**config.mk**
```make
export PLATFORM = sky130hd
export DESIGN_NAME = software_instruction_entry
export DESIGN_NICKNAME = d
export VERILOG_FILES = /design/src/rtl/sw_entry_pkg.sv /design/src/rtl/fp_flag_update.sv /design/src/rtl/software_instruction_entry.sv
export SDC_FILE = /design/constraint.sdc
export NUM_CORES = 1
export LEC_CHECK = 0
export BUFFER_PORTS_ARGS = -buffer_cell sky130_fd_sc_hd__buf_4
export CAP_MARGIN = 40
export CELL_PAD_IN_SITES_DETAIL_PLACEMENT = 1
export CELL_PAD_IN_SITES_GLOBAL_PLACEMENT = 1
export CORE_MARGIN = 3
export CORE_UTILIZATION = 42
export CTS_BUF_LIST = sky130_fd_sc_hd__clkbuf_8 sky130_fd_sc_hd__clkbuf_16
export DETAILED_ROUTE_END_ITERATION = 8
export PLACE_DENSITY = 0.82
export SLEW_MARGIN = 25
export SYNTH_ARGS = -nofsm -noshare
export SYNTH_HDL_FRONTEND = slang
export SYNTH_HIERARCHICAL = 1
export SYNTH_SLANG_ARGS = --single-unit
```
**constraint.sdc**
```tcl
create_clock -name mclk -period 6.55 [get_ports mclk]
set_clock_uncertainty 0.2 [all_clocks]
set_input_delay 0 -clock mclk [delete_from_list [all_inputs] [get_ports mclk]]
set_output_delay 0 -clock mclk [all_outputs]
set_load 0.005 [all_outputs]
```
**src/rtl/sw_entry_pkg.sv**
```systemverilog
/*
  Shared constants, types and helpers for the software instruction entry block:
  register offsets, status word and exception register field layout, entry
  address pieces, save order, state and rounding mode enumerations.
  Assumes a 32-bit core datapath and a byte-addressed Avalon-MM register window.
*/
package sw_entry_pkg;

  // Bus geometry
  localparam int DATA_W = 32;
  localparam int ADDR_W = 5;

  // Register byte offsets
  localparam logic [ADDR_W-1:0] OFS_FP_CTRL = 5'h00;
  localparam logic [ADDR_W-1:0] OFS_STATUS = 5'h04;
  localparam logic [ADDR_W-1:0] OFS_FP_EXC = 5'h08;
  localparam logic [ADDR_W-1:0] OFS_FRAME_PTR = 5'h0C;
  localparam logic [ADDR_W-1:0] OFS_FRAME_LEN = 5'h10;
  localparam logic [ADDR_W-1:0] OFS_PC = 5'h14;
  localparam logic [ADDR_W-1:0] OFS_DSP_STAT = 5'h18;

  // Reset values
  localparam logic [31:0] FP_CTRL_RESET = 32'h0000_0000;
  localparam logic [31:0] STATUS_RESET = 32'h0000_0000;
  localparam logic [31:0] PC_RESET = 32'h0000_0000;
  localparam logic [3:0] FRAME_LEN_RESET = 4'h0;

  // Control register: extended overflow exception disable
  localparam int CTRL_XOVF_DIS_BIT = 16;

  // Status word fields
  localparam int SR_COND_LSB = 0;
  localparam int SR_COND_MSB = 3;
  localparam int SR_S_BIT = 7;
  localparam int SR_FTE_LSB = 8;
  localparam int SR_FTE_MSB = 12;
  localparam int SR_FRM_LSB = 13;
  localparam int SR_FRM_MSB = 14;
  localparam int SR_ILC_LSB = 19;
  localparam logic [31:0] SR_M_MASK = 32'h0000_0010;
  localparam logic [31:0] SR_T_MASK = 32'h0000_0020;
  localparam logic [31:0] SR_L_MASK = 32'h0000_0040;
  localparam logic [31:0] SR_ILC_MASK = 32'h0018_0000;
  localparam logic [1:0] ILC_ENTRY = 2'h1;

  // Exception register layout and exception vector bits
  localparam int FER_ACCR_LSB = 0;
  localparam int FER_ACT_LSB = 8;
  localparam logic [31:0] FER_USED_MASK = 32'h0000_1F1F;
  localparam logic [4:0] EXC_INX_MASK = 5'h01;
  localparam logic [4:0] EXC_OVF_UNF_MASK = 5'h06;

  // Not-a-number encoding
  localparam int NAN_EXP_LSB = 19;
  localparam int NAN_EXP_MSB = 30;
  localparam int NAN_SIG_BIT = 0;

  // Entry address pieces
  localparam logic [22:0] ENTRY_ONES = 23'h7F_FFFF;
  localparam logic [3:0] ENTRY_LOW = 4'h0;
  localparam int OP_SEL_LSB = 8;
  localparam int OP_SEL_MSB = 11;

  // Frame handling
  localparam logic [3:0] FL_NEW = 4'h6;
  localparam logic [4:0] FL_ZERO_AS = 5'h10;

  // Save order, index of each word above the frame end
  localparam logic [2:0] SAVE_DEST = 3'h0;
  localparam logic [2:0] SAVE_HI = 3'h1;
  localparam logic [2:0] SAVE_LO = 3'h2;
  localparam logic [2:0] SAVE_PC = 3'h3;
  localparam logic [2:0] SAVE_SR = 3'h4;
  localparam logic [2:0] SAVE_COUNT = 3'h5;

  // Entry sequencer states
  typedef enum logic [1:0] {
    ST_IDLE = 2'b00,
    ST_SAVE = 2'b01,
    ST_COMMIT = 2'b10
  } swi_state_t;

  // Rounding mode encoding
  typedef enum logic [1:0] {
    RND_NEAREST = 2'b00,
    RND_ZERO = 2'b01,
    RND_MINUS_INF = 2'b10,
    RND_PLUS_INF = 2'b11
  } rnd_mode_t;

  // Classifies a word holding the exponent as not-a-number
  function automatic logic is_nan(input logic [31:0] word);
    is_nan = &word[NAN_EXP_MSB:NAN_EXP_LSB];
  endfunction : is_nan

  // Merges write data into a register under the byte enables
  function automatic logic [31:0] merge_be(input logic [31:0] old_val, input logic [31:0] new_val,
                                           input logic [3:0] be);
    merge_be = old_val;
    for (int i = 0; i < 4; i++) begin
      if (be[i]) begin
        merge_be[i*8 +: 8] = new_val[i*8 +: 8];
      end
    end
  endfunction : merge_be

endpackage : sw_entry_pkg

```
**src/rtl/fp_flag_update.sv**
```systemverilog
/*
  Floating-point exception register: accrued and actual flags, updated by
  exception events from the emulation path and by software writes.
  Assumes events and writes come from logic on mclk; trap enables are a level.
*/
`timescale 1ns/1ps
module fp_flag_update import sw_entry_pkg::*; (
  input wire logic mclk,
  input wire logic reset_n,
  input wire logic sw_we,
  input wire logic [31:0] sw_wdata,
  input wire logic exc_valid,
  input wire logic [4:0] exc_flags,
  input wire logic [4:0] trap_en,
  output logic [31:0] fer_value,
  output logic trap_pulse
);

  logic [31:0] fer_ff; // Exception register
  logic [31:0] nxt_fer_ff;
  logic trap_ff; // Trap taken, destination kept
  logic nxt_trap_ff;

  // Enabled exceptions, before precedence
  wire [4:0] raw_trap = exc_valid ? (exc_flags & trap_en) : 5'h00;
  // Overflow or underflow trap present
  wire ovf_unf_trap = |(raw_trap & EXC_OVF_UNF_MASK);
  // Inexact trap loses to overflow or underflow
  wire [4:0] trap_set = ovf_unf_trap ? (raw_trap & ~EXC_INX_MASK) : raw_trap;
  // Accrued bits for disabled exceptions, plus inexact when overruled
  wire [4:0] accr_set = exc_valid ? ((exc_flags & ~trap_en) |
                        (ovf_unf_trap ? (exc_flags & EXC_INX_MASK) : 5'h00)) : 5'h00;
  // Software write first, hardware event layered on top
  wire [31:0] base_fer = sw_we ? (sw_wdata & FER_USED_MASK) : fer_ff;
  wire [4:0] base_accr = base_fer[FER_ACCR_LSB +: 5];
  wire [4:0] base_act = base_fer[FER_ACT_LSB +: 5];
  // Trap replaces actual flags, others cleared
  wire [4:0] nxt_act = (|trap_set) ? trap_set : base_act;
  wire [4:0] nxt_accr = base_accr | accr_set;

  assign nxt_fer_ff = (32'(nxt_act) << FER_ACT_LSB) | (32'(nxt_accr) << FER_ACCR_LSB);
  assign nxt_trap_ff = |trap_set;

  // Flag storage
  always_ff @(posedge mclk) begin
    if (!reset_n) begin
      fer_ff <= 32'h0000_0000;
      trap_ff <= 1'b0;
    end else begin
      fer_ff <= nxt_fer_ff;
      trap_ff <= nxt_trap_ff;
    end
  end

  assign fer_value = fer_ff;
  assign trap_pulse = trap_ff;
endmodule : fp_flag_update

```
**src/rtl/software_instruction_entry.sv**
```systemverilog
/*
  Software instruction entry, DSP result interlock and floating-point flag
  support for the core. Holds the Avalon-MM register window, the entry
  sequencer that writes five words into the local register stack, the
  result interlock for the multiply-accumulate unit and the NaN classifier.
  Assumes pipeline and MAC signals are on mclk and that software runs a frame
  setting instruction before the next entry or before unlocking interrupts.
*/
`timescale 1ns/1ps
module software_instruction_entry import sw_entry_pkg::*; #(
  parameter int FP_W = 7
) (
  input wire logic mclk,
  input wire logic reset_n,
  input wire logic [ADDR_W-1:0] avs_address,
  input wire logic avs_read,
  input wire logic avs_write,
  input wire logic [31:0] avs_writedata,
  input wire logic [3:0] avs_byteenable,
  output logic [31:0] avs_readdata,
  output logic avs_waitrequest,
  input wire logic dsp_issue,
  input wire logic dsp_double,
  input wire logic mac_done_low,
  input wire logic mac_done_high,
  input wire logic mac_overflow,
  input wire logic instr_valid,
  input wire logic instr_is_dsp,
  input wire logic instr_uses_low,
  input wire logic instr_uses_high,
  output logic core_stall,
  output logic ext_overflow_trap,
  input wire logic ext_trap_taken,
  input wire logic swi_req,
  input wire logic [15:0] swi_opcode,
  input wire logic [31:0] swi_dest_addr,
  input wire logic [31:0] swi_src_high,
  input wire logic [31:0] swi_src_low,
  input wire logic [31:0] swi_ret_pc,
  output logic swi_ack,
  output logic fetch_hold,
  output logic rf_we,
  output logic [FP_W-1:0] rf_addr,
  output logic [31:0] rf_wdata,
  output logic pc_load,
  output logic [31:0] pc_value,
  input wire logic fp_exc_valid,
  input wire logic [4:0] fp_exc_flags,
  output logic fp_trap,
  output rnd_mode_t rounding_mode_field,
  output logic [4:0] fp_trap_enables,
  input wire logic nan_check_valid,
  input wire logic [31:0] nan_check_word,
  output logic nan_found,
  output logic nan_signalling
);

  // Register bus state
  logic bus_ack_ff; // Second cycle of an access
  logic [31:0] readdata_ff; // Read data
  logic [31:0] nxt_readdata_ff;
  // Software visible registers
  logic [31:0] fp_ctrl_ff; // fp_control_reg
  logic [31:0] nxt_fp_ctrl_ff;
  logic [31:0] status_ff; // status_word
  logic [31:0] nxt_status_ff;
  logic [FP_W-1:0] frame_pointer_ff;
  logic [FP_W-1:0] nxt_frame_pointer_ff;
  logic [3:0] frame_length_ff;
  logic [3:0] nxt_frame_length_ff;
  logic [31:0] pc_ff; // Program counter
  logic [31:0] nxt_pc_ff;
  logic [31:0] fer_value; // fp_exception_reg
  // Interlock state
  logic pend_low_ff; // dsp_result_low outstanding
  logic nxt_pend_low_ff;
  logic pend_high_ff; // dsp_result_high outstanding
  logic nxt_pend_high_ff;
  logic xovf_ff; // Extended overflow trap pending
  logic nxt_xovf_ff;
  // Entry sequencer
  swi_state_t state_ff;
  swi_state_t nxt_state_ff;
  logic [2:0] save_idx_ff; // Next word to present
  logic [2:0] nxt_save_idx_ff;
  logic rf_we_ff;
  logic nxt_rf_we_ff;
  logic [FP_W-1:0] rf_addr_ff;
  logic [FP_W-1:0] nxt_rf_addr_ff;
  logic [31:0] rf_wdata_ff;
  logic [31:0] nxt_rf_wdata_ff;
  logic [31:0] cap_hi_ff; // Captured operands for the saves
  logic [31:0] cap_lo_ff;
  logic [31:0] cap_pc_ff;
  logic [31:0] cap_sr_ff;
  logic [3:0] cap_op_ff; // Opcode entry selector
  // NaN classifier
  logic nan_found_ff;
  logic nan_sig_ff;

  // Avalon handshake: wait one cycle, accept on the second
  wire bus_req = avs_read | avs_write;
  wire wr_fire = avs_write & bus_ack_ff;
  wire rd_take = avs_read & ~bus_ack_ff;
  wire sel_ctrl = (avs_address == OFS_FP_CTRL);
  wire sel_status = (avs_address == OFS_STATUS);
  wire sel_fer = (avs_address == OFS_FP_EXC);
  wire sel_fp = (avs_address == OFS_FRAME_PTR);
  wire sel_fl = (avs_address == OFS_FRAME_LEN);
  wire sel_pc = (avs_address == OFS_PC);
  wire sel_dsp = (avs_address == OFS_DSP_STAT);
  // Read mux, unmapped reads zero
  wire [31:0] rd_mux = sel_ctrl ? fp_ctrl_ff :
                       sel_status ? status_ff :
                       sel_fer ? fer_value :
                       sel_fp ? 32'(frame_pointer_ff) :
                       sel_fl ? 32'(frame_length_ff) :
                       sel_pc ? pc_ff :
                       sel_dsp ? {29'h0000_0000, xovf_ff, pend_high_ff, pend_low_ff} :
                       32'h0000_0000;
  wire [31:0] status_wr = merge_be(status_ff, avs_writedata, avs_byteenable);
  wire fer_we = wr_fire & sel_fer;

  assign avs_waitrequest = bus_req & ~bus_ack_ff;
  assign nxt_readdata_ff = rd_take ? rd_mux : readdata_ff;

  // Bus handshake and read data
  always_ff @(posedge mclk) begin
    if (!reset_n) begin
      bus_ack_ff <= 1'b0;
      readdata_ff <= 32'h0000_0000;
    end else begin
      bus_ack_ff <= bus_req & ~bus_ack_ff;
      readdata_ff <= nxt_readdata_ff;
    end
  end

  // Extended overflow only when disable bit is clear
  wire xovf_set = mac_overflow & ~fp_ctrl_ff[CTRL_XOVF_DIS_BIT];
  // Pending independent of issue; set wins over take
  assign nxt_xovf_ff = xovf_set | (xovf_ff & ~ext_trap_taken);
  // New issue marks low result outstanding, a double issue also the high one; wins over completion
  assign nxt_pend_low_ff = dsp_issue ? 1'b1 : (mac_done_low ? 1'b0 : pend_low_ff);
  assign nxt_pend_high_ff = (dsp_issue & dsp_double) ? 1'b1 : (mac_done_high ? 1'b0 : pend_high_ff);
  // Only non-DSP readers of outstanding results wait; DSP issue never stalls
  assign core_stall = instr_valid & ~instr_is_dsp &
                      ((instr_uses_low & pend_low_ff) | (instr_uses_high & pend_high_ff));

  // Interlock flags
  always_ff @(posedge mclk) begin
    if (!reset_n) begin
      pend_low_ff <= 1'b0;
      pend_high_ff <= 1'b0;
      xovf_ff <= 1'b0;
    end else begin
      pend_low_ff <= nxt_pend_low_ff;
      pend_high_ff <= nxt_pend_high_ff;
      xovf_ff <= nxt_xovf_ff;
    end
  end

  // Effective frame length, zero meaning sixteen
  wire [4:0] fl_eff = (frame_length_ff == 4'h0) ? FL_ZERO_AS : {1'b0, frame_length_ff};
  wire [FP_W-1:0] save_base = FP_W'(frame_pointer_ff + fl_eff);
  wire swi_start = (state_ff == ST_IDLE) & swi_req;
  wire commit = (state_ff == ST_SAVE) & (save_idx_ff == SAVE_COUNT);
  // Saved status word with length code one
  wire [31:0] sr_saved = (status_ff & ~SR_ILC_MASK) | (32'(ILC_ENTRY) << SR_ILC_LSB);
  // Saved return address with supervisor flag in bit zero
  wire [31:0] pc_saved = {swi_ret_pc[31:1], status_ff[SR_S_BIT]};
  // Word order above the frame end
  wire [31:0] save_word = (save_idx_ff == SAVE_HI) ? cap_hi_ff :
                          (save_idx_ff == SAVE_LO) ? cap_lo_ff :
                          (save_idx_ff == SAVE_PC) ? cap_pc_ff :
                          cap_sr_ff;
  // Entry address from the opcode selector
  wire [31:0] entry_addr = {ENTRY_ONES, 1'b0, cap_op_ff, ENTRY_LOW};
  // Mode flags on entry, condition flags untouched
  wire [31:0] sr_entry = (status_ff & ~(SR_M_MASK | SR_T_MASK)) | SR_L_MASK;

  // Sequencer next state
  always_comb begin
    nxt_state_ff = state_ff;
    nxt_save_idx_ff = save_idx_ff;
    nxt_rf_we_ff = rf_we_ff;
    nxt_rf_addr_ff = rf_addr_ff;
    nxt_rf_wdata_ff = rf_wdata_ff;
    case (state_ff)
      ST_IDLE: begin
        // First save is the destination stack address
        if (swi_req) begin
          nxt_state_ff = ST_SAVE;
          nxt_rf_we_ff = 1'b1;
          nxt_rf_addr_ff = save_base;
          nxt_rf_wdata_ff = swi_dest_addr;
          nxt_save_idx_ff = SAVE_HI;
        end
      end
      ST_SAVE: begin
        // Walk upward through the remaining words
        if (save_idx_ff == SAVE_COUNT) begin
          nxt_rf_we_ff = 1'b0;
          nxt_state_ff = ST_COMMIT;
        end else begin
          nxt_rf_addr_ff = FP_W'(rf_addr_ff + 1'b1);
          nxt_rf_wdata_ff = save_word;
          nxt_save_idx_ff = 3'(save_idx_ff + 1'b1);
        end
      end
      ST_COMMIT: begin
        // Entry address presented, fetch resumes
        nxt_state_ff = ST_IDLE;
        nxt_save_idx_ff = SAVE_DEST;
      end
      default: begin
        nxt_state_ff = ST_IDLE;
        nxt_rf_we_ff = 1'b0;
      end
    endcase
  end

  // Sequencer registers
  always_ff @(posedge mclk) begin
    if (!reset_n) begin
      state_ff <= ST_IDLE;
      save_idx_ff <= SAVE_DEST;
      rf_we_ff <= 1'b0;
      rf_addr_ff <= '0;
      rf_wdata_ff <= 32'h0000_0000;
    end else begin
      state_ff <= nxt_state_ff;
      save_idx_ff <= nxt_save_idx_ff;
      rf_we_ff <= nxt_rf_we_ff;
      rf_addr_ff <= nxt_rf_addr_ff;
      rf_wdata_ff <= nxt_rf_wdata_ff;
    end
  end

  // Operand capture at the start of an entry
  always_ff @(posedge mclk) begin
    if (!reset_n) begin
      cap_hi_ff <= 32'h0000_0000;
      cap_lo_ff <= 32'h0000_0000;
      cap_pc_ff <= 32'h0000_0000;
      cap_sr_ff <= 32'h0000_0000;
      cap_op_ff <= 4'h0;
    end else if (swi_start) begin
      cap_hi_ff <= swi_src_high;
      cap_lo_ff <= swi_src_low;
      cap_pc_ff <= pc_saved;
      cap_sr_ff <= sr_saved;
      cap_op_ff <= swi_opcode[OP_SEL_MSB:OP_SEL_LSB];
    end
  end

  // Register next values; entry commit wins over software writes
  assign nxt_fp_ctrl_ff = (wr_fire & sel_ctrl) ? merge_be(fp_ctrl_ff, avs_writedata, avs_byteenable) : fp_ctrl_ff;
  assign nxt_status_ff = commit ? sr_entry : ((wr_fire & sel_status) ? status_wr : status_ff);
  assign nxt_frame_pointer_ff = commit ? save_base :
                                ((wr_fire & sel_fp & avs_byteenable[0]) ? avs_writedata[FP_W-1:0] :
                                frame_pointer_ff);
  assign nxt_frame_length_ff = commit ? FL_NEW :
                               ((wr_fire & sel_fl & avs_byteenable[0]) ? avs_writedata[3:0] :
                               frame_length_ff);
  assign nxt_pc_ff = commit ? entry_addr : pc_ff;

  // Software visible registers
  always_ff @(posedge mclk) begin
    if (!reset_n) begin
      fp_ctrl_ff <= FP_CTRL_RESET;
      status_ff <= STATUS_RESET;
      frame_pointer_ff <= '0;
      frame_length_ff <= FRAME_LEN_RESET;
      pc_ff <= PC_RESET;
    end else begin
      fp_ctrl_ff <= nxt_fp_ctrl_ff;
      status_ff <= nxt_status_ff;
      frame_pointer_ff <= nxt_frame_pointer_ff;
      frame_length_ff <= nxt_frame_length_ff;
      pc_ff <= nxt_pc_ff;
    end
  end

  // Exception register and trap decision
  fp_flag_update u_flags (
    .mclk(mclk),
    .reset_n(reset_n),
    .sw_we(fer_we),
    .sw_wdata(avs_writedata),
    .exc_valid(fp_exc_valid),
    .exc_flags(fp_exc_flags),
    .trap_en(status_ff[SR_FTE_MSB:SR_FTE_LSB]),
    .fer_value(fer_value),
    .trap_pulse(fp_trap)
  );

  // NaN classification of an exponent-holding word
  always_ff @(posedge mclk) begin
    if (!reset_n) begin
      nan_found_ff <= 1'b0;
      nan_sig_ff <= 1'b0;
    end else if (nan_check_valid) begin
      nan_found_ff <= is_nan(nan_check_word);
      nan_sig_ff <= is_nan(nan_check_word) & nan_check_word[NAN_SIG_BIT];
    end
  end

  // Outputs
  assign avs_readdata = readdata_ff;
  assign ext_overflow_trap = xovf_ff;
  assign swi_ack = swi_start;
  assign fetch_hold = (state_ff != ST_IDLE);
  assign rf_we = rf_we_ff;
  assign rf_addr = rf_addr_ff;
  assign rf_wdata = rf_wdata_ff;
  assign pc_load = (state_ff == ST_COMMIT);
  assign pc_value = pc_ff;
  assign rounding_mode_field = rnd_mode_t'(status_ff[SR_FRM_MSB:SR_FRM_LSB]);
  assign fp_trap_enables = status_ff[SR_FTE_MSB:SR_FTE_LSB];
  assign nan_found = nan_found_ff;
  assign nan_signalling = nan_sig_ff;
endmodule : software_instruction_entry

```
# Yosys cells after proc, flatten, opt, wreduce, memory -nomap -nowiden
# Cells that the tools add are included.
# word_totals
ff_bits,308
latch_bits,0
ramBits,0
romBits,0
in_bits,239
out_inout_bits,120
elab_cells,160
n_memories,0
# op_classes
n_addsub,3
mul,0
div_mod_pow,0
magnitude_cmp,0
eq_ne,15
n_shift,0
mux,43
n_bitwise,36
n_reduce_logical,30
# op_table
op,count
32-bit two-way mux,11
32-bit case mux with 2 select lines,1
7-bit two-way mux,7
3-bit AND reduction,7
1-bit AND,20
5-bit two-way mux,4
2-bit nonzero test,8
5-bit == test (second input constant),3
3-bit two-way mux,5
7-bit case mux with 2 select lines,1
2-bit AND reduction,7
13-bit two-way mux,1
13-bit by 5-bit OR with 13-bit output,1
12-bit AND reduction,1
5-bit AND,2
5-bit by 4-bit == test with 1-bit output (second input constant),2
5-bit OR,2
3-bit case mux with 3 select lines,1
1-bit two-way mux,8
7-bit by 1-bit adder with 7-bit output (second input constant),1
7-bit by 5-bit adder with 7-bit output,1
1-bit NOT,7
3-bit by 2-bit == test with 1-bit output (second input constant),2
5-bit by 3-bit == test with 1-bit output (second input constant),1
other kinds (18),23

# Logic depth before layout (Yosys ltp)
# Gate-level depths: netlist of the first run.
# depth
ltp_word,8
mapped_depth,9
mapped_depth_nobuf,6

# Modules after synthesis
# The synthesis of the first run kept the hierarchy.
# modules_own_cells
mod,n_inst,cells_each,area_each_um2,seq_area_each_um2
software_instruction_entry,1,1632,13446.6,5865.6
fp_flag_update,1,76,719.4,220.2

# Worst setup path before layout of the first run
# Ideal clock, no wire load.
# synth_path
path_type,flip-flop to flip-flop
from,register save_idx_ff[2]
to,"register rf_wdata_ff[22], in the netlist rf_wdata[22]"
setup_time_ns,0.091
arrival_time_ns,1.950
t_required_ns,6.259
slack_ns,4.309
stages_incl_launch_ff,10
n_path_buf,3
synth_period_minus_slack_ns,2.241
cell_sequence,dfxtp_1 > clkbuf_1 > inv_1 > ha_1 > clkbuf_1 > clkbuf_1 > mux2i_1 > a211oi_1 > a21oi_1 > a311oi_1
# synth_via
elab_chain_cells,6
word_cells_on_any_way,11
classes_between,5 x eq/ne; 5 x mux; 1 x reduce/logical
# synth_rtl
element,line_no,text
"start, declared",software_instruction_entry.sv:84,logic [2:0] save_idx_ff;
"start signal, assigned",software_instruction_entry.sv:232,save_idx_ff <= nxt_save_idx_ff;
3-bit by 2-bit == test with 1-bit output,software_instruction_entry.sv:174,(save_idx_ff == SAVE_PC) ? cap_pc_ff :
32-bit two-way mux,software_instruction_entry.sv:174,
32-bit two-way mux,software_instruction_entry.sv:173,(save_idx_ff == SAVE_LO) ? cap_lo_ff :
32-bit two-way mux,software_instruction_entry.sv:172,wire [31:0] save_word = (save_idx_ff == SAVE_HI) ? cap_hi_ff :
32-bit two-way mux,software_instruction_entry.sv:201,if (save_idx_ff == SAVE_COUNT) begin
32-bit case mux with 2 select lines,software_instruction_entry.sv:188,case (state_ff)
"end signal, assigned",software_instruction_entry.sv:235,rf_wdata_ff <= nxt_rf_wdata_ff;
"end, declared",software_instruction_entry.sv:90,logic [31:0] rf_wdata_ff;
# Several ways; a longest one is shown, not always the timed one. The select of a mux whose other input is x is not followed.
# A chain may end at the register's enable or synchronous reset.

# Worst setup path after layout of the first run
# layout_path
from,register state_ff[0]
to,output port swi_ack
# layout_via
elab_chain_cells,2
# layout_rtl
element,line_no,text
"start, declared",software_instruction_entry.sv:82,swi_state_t state_ff;
"start signal, assigned",software_instruction_entry.sv:231,state_ff <= nxt_state_ff;
2-bit logical NOT,software_instruction_entry.sv:165,wire swi_start = (state_ff == ST_IDLE) & swi_req;
1-bit AND,software_instruction_entry.sv:165,
"end, declared",software_instruction_entry.sv:40,"output logic swi_ack,"
# No other way between the ends.

==> qor.yml, run 1 <==
grt_use_total: 0.330
startpoint_type: "flip-flop"
avgSynthCellArea_um2: 8.29
finalNetCount: 2369
fin_crit_ns: 3.35
die_area_um2: 36000
dieWidth_um: 190
synthToLayoutAreaGrowth_pct: 39.4
core.rowCount: 66
grt_pass1_vias: 16000
end_kind: "primary output"
nFillCells: 3841
r2r_slack_ns: 3.23
slew_viol_final: 0
drt_pass1_iterations: 5
clockBufferDepth: 3
holdCritPathClass: "input port to flip-flop"
yosysTopAreaCellShare: 0.430
yosys-mux-area-fraction: 0.0956
synth_top_flop_cell: "dfxtp_1"
grt-ovfl-total: 0
cts_made_buffers: 35
worst_ep_required_time_ns: 6.35
ant_nets: 0
synth_area_um2: 14200
via_count: 15000
clk_pin_slew_worst_paths_ns: 0.06
cts_max_level: 2
core-area_um2: 32900
status: "finished, final reports clean"
synth_fa_ha_area_frac: 0.0129
synth_compound_area_frac: 0.191
drive_gt1_frac: 0.201
routed_wl_mm: 62.3
crit_arrival_ns: 3.15
cts_sinks: 304
synth_edf_count: 0
slew_headroom: 0.400
dp_hpwl_mm: 34.7
synth-seq-cells: 304
first_iter_violations: 1056
synth_cells: 1708
setup_viol: 0
p_leak_nw: 7.75
yosys_warnings: 6
cts_root_buf: "clkbuf_16"
instances_no_fill: 2593
pin_count: 359
antenna_found_initial: 10
synth.area.top_cells: "dfxtp_1 43%, mux2i_1 9.4%, a21oi_1 8.2%, nand2_1 8.2%, o21ai_0 3.1%"
tightest_slew_ns: 0.893
pwr_density_cell_nw_per_um2: 239
worst-path-max-fanout: 66
finalCritPeriodShare: 0.512
grt_max_degree: 114
hold_viol: 0
async_reset_ff_frac: 0
portBuffers: 321
setup.worst_path.class: "flip-flop to primary output"
final_cell_mix: "334 x buf_4, 307 x nand2_1, 304 x dfxtp_1"
synth_top_family_by_area: "simple AND/OR/NAND/NOR gates"
fp.dieH_um: 190
drc: 0
max_freq_mhz: 298
synth_simple_gate_area_frac: 0.194
cts_resized: 0
initial_utilization: 0.431
post_drt_wl_per_cell_um: 24.0
gp_congestion: 0.844
cap_violations: 0
synth-xor-area-share: 0.00124
insertion_delay_ns: 0.51
synth_area_leader_cell: "dfxtp_1"
dp_cells: 2319
seq_area_frac_synth: 0.430
rsz0062_at_grt: "no"
synth_cell_types: 66
ir_drop_uv: 198
setup_tns_ns: 0
final_common_cell: "buf_4"
grt_first_pass_wirelength_mm: 94.3
cts_tree: "done"
vias_per_cell: 5.77
==> area by class of cell <==
class | instances | area, µm² | share of cell area
diodes | 12 | 30.0 | 0.00152
repair buffers | 543 | 4680 | 0.237
clock inverters | 13 | 111 | 0.00564
multi-input cells | 1213 | 7160 | 0.363
inverters | 19 | 81.3 | 0.00412
flip-flops and latches | 304 | 6090 | 0.308
well taps | 442 | 553 | 0.0280
clock buffers | 47 | 1040 | 0.0527
==> metal layers <==
metal | routed length, µm | part of all wire | vias to the layer above | global-route usage
met3 | 3850 | 0.062 | 212 | 0.0569
met4 | 3550 | 0.057 | 2 | 0.173
met2 | 30300 | 0.49 | 657 | 0.568
met5 | 13 | 0.00021 | - | 0
li1 | - | - | 6752 | -
met1 | 24500 | 0.39 | 7350 | 0.396
==> worst max-delay path, cell delays in order, from the launching register on <==
cell and delay, ns:
dfxtp_1 0.33, inv_1 0.09, ha_1 0.42, nand2_4 0.20
buf_16 0.26, inv_4 0.17, buf_16 0.28, buf_4 0.59
buf_4 0.23
==> sequential cells by signal, indices dropped and copies added, names as in the netlist, 2 cells and up <==
name and count:
frame_length_ff 4, pc_value 5, cap_lo_ff 32, cap_sr_ff 30, rf_addr 7, avs_readdata 32
u_flags/fer_value 10, fp_ctrl_ff 32, status_ff 32, cap_pc_ff 32, cap_op_ff 4, save_idx_ff 3
rf_wdata 32, frame_pointer_ff 7, state_ff 2, cap_hi_ff 32
==> Yosys cell counts (7+ instances only) <==
master and n:
nand2b_1 7, nor2b_1 7, buf_1 10, nand3_1 15
a311oi_1 31, dfxtp_1 304, a211oi_1 36, nor3_1 12
buf_2 15, o21ai_0 89, o22ai_1 18, nor3b_1 32
a21oi_1 233, clkbuf_1 112, nand2_1 308, nor4_1 7
buf_4 57, ha_1 13, and3_1 23, or3_1 31
mux2i_1 133, a31oi_1 7, inv_1 17, nor2_1 95
==> stage by stage <==
| step | power, mW | hold WS, ns | util | setup WS (ns) | instance area (µm²) |
|---|---|---|---|---|---|
| 5_1_grt | 4.87 | 0.0450 | 0.601 | 3.00 | 19700 |
| 4_1_cts | 4.63 | 0.00283 | 0.597 | 2.65 | 19600 |
| 6_report | 4.71 | 0.0207 | 0.601 | 3.20 | 19700 |
| 3_5_place_dp | 2.58 | 0.0438 | 0.502 | 3.08 | 16500 |
| 2_1_floorplan | 2.31 | -0.167 | - | 4.31 | 14300 |
| 3_3_place_gp | 2.56 | 0.0177 | 0.498 | 3.09 | 16400 |
==> path summary, 6_finish.rpt <==
kind,depth (start not counted),startpoint,end
max reg2reg,8,state_ff[1]$_SDFFE_PN0P_,rf_wdata[9]$_SDFFE_PN0P_
max,8,state_ff[0]$_SDFFE_PN0P_,swi_ack
min reg2reg,2,cap_sr_ff[0]$_SDFFE_PN0P_,cap_sr_ff[0]$_SDFFE_PN0P_
min,5,avs_byteenable[2],fp_ctrl_ff[17]$_SDFFE_PN0P_
==> logic make-up (layout without fill, tap and decap cells) <==
| logic type | count (synthesis) | after routing |
|---|---|---|
| AND/OR/NAND/NOR | 574 | 574 |
| AO/OA/AOI/OAI | 461 | 461 |
| flip-flops | 304 | 304 |
| buffers and inverters | 216 | 622 |
| multiplexers | 135 | 135 |
| adder cells (fa/ha/maj) | 14 | 14 |
| other | 2 | 39 |
| XOR/XNOR | 2 | 2 |
==> repair_timing <==
item                      4_1_cts  5_1_grt
setup buffers                   0        0
hold endpoints to repair      266        0
hold buffers                  198        0
==> power by group <==
part	total, mW	switching, mW	internal, mW
logic	0.707	0.389	0.318
registers	2.00	0.0638	1.94
clock network	2.00	0.817	1.19
total	4.71	1.27	3.44
No activity file was read; power rests on OpenSTA's default activity.
==> run 2, diff against run 1 <==
CORE_UTILIZATION = 39   (was 42)
PLACE_DENSITY = 0.77   (was 0.82)
clock period = 3.3 ns   (was 6.55 ns; I/O delays follow)
==> run 2 against run 1 <==
Compared with the run above: non-clock buffer count grew 20; sequential cell count unchanged; worst hold slack improved by 0.035 ns; core utilization fell by 4.2 points; register-to-register slack worse by 2.9 ns; global-route usage is 3.7 points lower; die area grew 7.4%; final cell count increased by 1.3%; routed wire length shrank 4.8%; critical path depth is 1 lower; largest power group unchanged.
==> qor.yml, run 2 (same netlist as run 1, synthesis figures left out) <==
max_freq_mhz: 334
p_sw_frac: 0.268
initial_utilization: 0.397
end_kind: "flip-flop"
antenna_found_initial: 2
r2r_start: "bus_ack_ff$_SDFF_PN0_"
core-area_um2: 35700
final_common_cell: "buf_4"
worst_ep_required_time_ns: 3.50
p_leak_nw: 7.84
final_cell_mix: "344 x buf_4, 307 x nand2_1, 304 x dfxtp_1"
intPower_mw: 6.80
ant_nets: 0
whs_ns: 0.0553
grt_max_degree: 127
holdCritPathClass: "input port to primary output"
clockBufferDepth: 3
first_iter_violations: 897
pin_count: 359
nFillCells: 4137
worst-path-max-fanout: 9
cts_tree: "done"
cp-endpoint: "fp_ctrl_ff[19]$_SDFFE_PN0P_"
cts_root_buf: "clkbuf_16"
clock_power_share: 0.425
slew_viol_final: 0
setup_viol: 0
drt_pass1_iterations: 5
cp_common_cell: "dlygate4sd3_1"
cap_violations: 0
tightest_slew_ns: 0.789
fin_crit_ns: 2.99
gp_congestion: 0.864
insertion_delay_ns: 0.52
setup.worst_path.class: "flip-flop to flip-flop"
status: "finished, final reports clean"
dieWidth_um: 197
synthToLayoutAreaGrowth_pct: 40.7
startpoint_type: "flip-flop"
cts_resized: 0
drc: 0
crit_cells: 7
cts_setup_buffers: 0
post_drt_wl_per_cell_um: 22.6
portBuffers: 321
hold_viol: 0
clk_pin_slew_worst_paths_ns: 0.06
worstReg2RegEnd: "fp_ctrl_ff[19]$_SDFFE_PN0P_"
critPathLaunch: "bus_ack_ff$_SDFF_PN0_"
rsz0062_at_grt: "no"
slew_headroom: 0.474
power_mw: 9.29
die_area_um2: 38600
cts_sinks: 304
crit_arrival_ns: 3.19
grt-ovfl-total: 0
cp_cell_sequence: "buf_4, nand3_1, dlygate4sd3_1, nor3_4, mux2i_1, dlygate4sd3_1, nor2_1"
drive_gt1_frac: 0.201
grt_first_pass_wirelength_mm: 90.6
ir_drop_uv: 350
cp_slowest_stage_delay_ns: 0.63
setup_tns_ns: 0
via_count: 14700
crit_family: "buffers and inverters"
cp_num_buf_inv: 3
rr_worst_depth: 7
cts_made_buffers: 36
p_seq_frac: 0.426
cts_max_level: 2
dp_hpwl_mm: 35.8
r2r_slack_ns: 0.31
routed_wl_mm: 59.3
slowest_stage: "dlygate4sd3_1"
fp.dieH_um: 197
core.rowCount: 69
design_area_um2: 19900
finalCritPeriodShare: 0.907
pwr_density_cell_nw_per_um2: 466
grt_use_total: 0.293
finalNetCount: 2390
p_sw_mw: 2.49
grt_pass1_vias: 15700
vias_per_cell: 5.59
comb_power_share: 0.149
placed_cell_area_um2: 16600
-- run 2: routing by layer --
metal | part of all wire | global-route usage | up-vias
met5 | 0 | 0 | -
met4 | 0.044 | 0.123 | 0
met3 | 0.054 | 0.0417 | 145
met2 | 0.49 | 0.505 | 508
met1 | 0.41 | 0.370 | 7269
li1 | - | - | 6774
-- run 2: worst min-delay path by stage --
stage	startpoint	end	slack, ns	cells after the start
2_1_floorplan	instr_is_dsp	core_stall	-0.17	1
3_3_place_gp	dsp_issue	pend_low_ff$_SDFFE_PN0P_	0.02	3
3_5_place_dp	dsp_issue	pend_low_ff$_SDFFE_PN0P_	0.03	3
4_1_cts	instr_is_dsp	core_stall	0.05	3
5_1_grt	instr_is_dsp	core_stall	0.06	3
6_report	instr_is_dsp	core_stall	0.06	3
-- run 2: stage by stage --
step	worst slack, ns	std cells	utilization
4_1_cts	0.372	2625	0.559
5_1_grt	0.207	2627	0.559
3_3_place_gp	0.920	2347	0.465
6_report	0.307	2628	0.559
3_5_place_dp	0.802	2348	0.466
2_1_floorplan	1.06	1733	-
-- run 2: timing repair --
item | CTS | global route
hold buffers | 212 | 0
endpoints found under the setup margin | 0 | 0
hold endpoints to repair | 266 | 0
-- run 2: power by group through the flow --
| stage | logic [mW] | clock network (mW) | registers (mW) |
|---|---|---|---|
| 6_report | 1.39 | 3.94 | 3.96 |
| 3_3_place_gp | 1.10 | 0 | 4.02 |
| 3_5_place_dp | 1.13 | 0 | 4.03 |
| 5_1_grt | 1.49 | 4.16 | 3.98 |
| 2_1_floorplan | 0.584 | 0 | 4.00 |
| 4_1_cts | 1.33 | 3.98 | 3.95 |
-- run 2: worst min-delay path, cell delays in order --
cell and delay, ns:
buf_4 0.08, nor3b_1 0.05, buf_4 0.13
-- run 2: final cells by class --
class	instances	area, µm²	share of cell area
diodes	3	7.51	0.000377
clock buffers	47	1050	0.0528
clock inverters	18	119	0.00597
inverters	19	81.3	0.00408
multi-input cells	1213	7150	0.359
flip-flops and latches	304	6090	0.305
well taps	461	577	0.0289
repair buffers	563	4850	0.244
==> run 3, diff against run 2 <==
--- a/config.mk
+++ b/config.mk
@@ -11,8 +11,8 @@
 export CELL_PAD_IN_SITES_GLOBAL_PLACEMENT = 1
 export CORE_MARGIN = 3
-export CORE_UTILIZATION = 39
+export CORE_UTILIZATION = 35
 export CTS_BUF_LIST = sky130_fd_sc_hd__clkbuf_8 sky130_fd_sc_hd__clkbuf_16
 export DETAILED_ROUTE_END_ITERATION = 8
-export PLACE_DENSITY = 0.77
+export PLACE_DENSITY = 0.73
 export SLEW_MARGIN = 25
 export SYNTH_ARGS = -nofsm -noshare
==> constraint.sdc (replaced) <==
create_clock -name mclk -period 2.6 [get_ports mclk]
set_clock_uncertainty 0.2 [all_clocks]
set_input_delay 0.26 -clock mclk [delete_from_list [all_inputs] [get_ports mclk]]
set_output_delay 0.26 -clock mclk [all_outputs]
set_load 0.005 [all_outputs]
==> run 3 against run 2 <==
Compared with the run above: maximum frequency increased by 22%; register-to-register slack got worse by 0.15 ns; combinational power grew 22%.
==> qor.yml, run 3 (same netlist as run 1, synthesis figures left out) <==
synthToLayoutAreaGrowth_pct: 40.3
grt_first_pass_wirelength_mm: 87.2
max_freq_mhz: 409
antenna_found_initial: 3
cp_slowest_stage_delay_ns: 0.58
end_kind: "flip-flop"
post_drt_wl_per_cell_um: 21.1
clockBufferDepth: 3
grt_max_degree: 130
crit_family: "compound AO/OA/AOI/OAI gates"
worst_ep_required_time_ns: 2.84
power_mw: 12.3
cts_max_level: 2
grt_pass1_vias: 15100
cts_tree: "done"
gp_congestion: 0.843
core-area_um2: 39800
slew_headroom: 0.564
pwr_density_cell_nw_per_um2: 618
vias_per_cell: 5.34
finalCritPeriodShare: 0.940
insertion_delay_ns: 0.55
cp-endpoint: "rf_wdata[13]$_SDFFE_PN0P_"
dieWidth_um: 207
crit_cells: 7
setup.worst_path.class: "flip-flop to flip-flop"
r2r_slack_ns: 0.16
cp_num_buf_inv: 1
drc: 0
r2r_start: "save_idx_ff[1]$_SDFFE_PN0P_"
cp_cell_sequence: "ha_1, ha_2, buf_12, mux2i_1, a211oi_1, a21oi_1, a311oi_1"
cts_root_buf: "clkbuf_16"
core.rowCount: 73
initial_utilization: 0.356
final_common_cell: "buf_4"
status: "finished, final reports clean"
rsz0062_at_grt: "no"
holdCritPathClass: "input port to flip-flop"
nFillCells: 4674
worst-path-max-fanout: 32
cts_sinks: 304
ir_drop_uv: 368
dp_hpwl_mm: 37.3
slowest_stage: "a211oi_1"
finalNetCount: 2364
die_area_um2: 42900
routed_wl_mm: 56.2
drive_gt1_frac: 0.218
worstReg2RegEnd: "rf_wdata[13]$_SDFFE_PN0P_"
cts_setup_buffers: 0
grt_use_total: 0.251
crit_arrival_ns: 2.69
grt-ovfl-total: 0
drt_pass1_iterations: 5
ant_nets: 0
startpoint_type: "flip-flop"
fp.dieH_um: 207
setup_tns_ns: 0
p_leak_nw: 7.84
first_iter_violations: 817
setup_viol: 0
cts_made_buffers: 37
final_cell_mix: "366 x buf_4, 307 x nand2_1, 304 x dfxtp_1"
fin_crit_ns: 2.44
hold_viol: 0
clk_pin_slew_worst_paths_ns: 0.06
holdCritStartpoint: "swi_dest_addr[11]"
tightest_slew_ns: 0.654
slew_viol_final: 0
portBuffers: 321
via_count: 14200
pin_count: 359
final_core_util: 0.499
rr_worst_depth: 7
critPathLaunch: "save_idx_ff[1]$_SDFFE_PN0P_"
cap_violations: 0
==> run 3: area by class of cell <==
class | instances | area (µm²) | share of cell area
multi-input combinational | 1213 | 7160 | 0.360
sequential | 304 | 6090 | 0.306
timing repair buffer | 536 | 4570 | 0.230
clock buffer | 45 | 1050 | 0.0527
tap | 525 | 657 | 0.0331
clock inverter | 19 | 264 | 0.0133
inverter | 19 | 81.3 | 0.00409
antenna | 3 | 7.51 | 0.000378
==> run 3: repair_timing <==
| action | CTS | global route |
|---|---|---|
| hold buffers | 158 | 0 |
| endpoints found under the setup margin | 0 | 2 |
| endpoints found under the hold margin | 196 | 0 |
| gates resized for setup | 0 | 2 |
==> run 3: power by group <==
group / switching, mW / total (mW) / internal [mW]
Combinational: 0.905 / 1.70 / 0.791
Clock: 2.11 / 5.57 / 3.46
Sequential: 0.133 / 5.01 / 4.88
Total: 3.15 / 12.3 / 9.13
==> run 3: worst min-delay path by stage <==
stage | cells past startpoint | end
finish | 4 | rf_wdata[11]$_SDFFE_PN0P_
global route | 4 | rf_wdata[29]$_SDFFE_PN0P_
CTS | 4 | rf_wdata[30]$_SDFFE_PN0P_
detailed placement | 2 | cap_pc_ff[27]$_SDFFE_PN0P_
global placement | 2 | cap_hi_ff[20]$_SDFFE_PN0P_
floorplan | 2 | pend_low_ff$_SDFFE_PN0P_
==> run 3: tightest hold or removal path, stage by stage <==
cell and delay [ns]:
buf_4 0.08, or3_1 0.08, o21ai_0 0.07, a311oi_1 0.22
==> run 3: stage by stage <==
step	worst slack, ns	instances	hold slack [ns]	cell area, µm²
floorplan	0.359	1733	0.177	14300
global placement	0.315	2439	0.241	17000
detailed placement	0.213	2439	0.248	17000
CTS	0.0857	2661	0.0110	19900
global route	0.0909	2664	0.0466	19900
finish	0.155	2664	0.0295	19900
==> run 3: layer usage <==
layer,wire length (µm),GRT usage,vias to the layer above
met2,26600,0.417,394
met3,2620,0.0415,106
met4,2050,0.0911,0
met1,24900,0.328,6989
li1,-,-,6731
met5,0,0,-
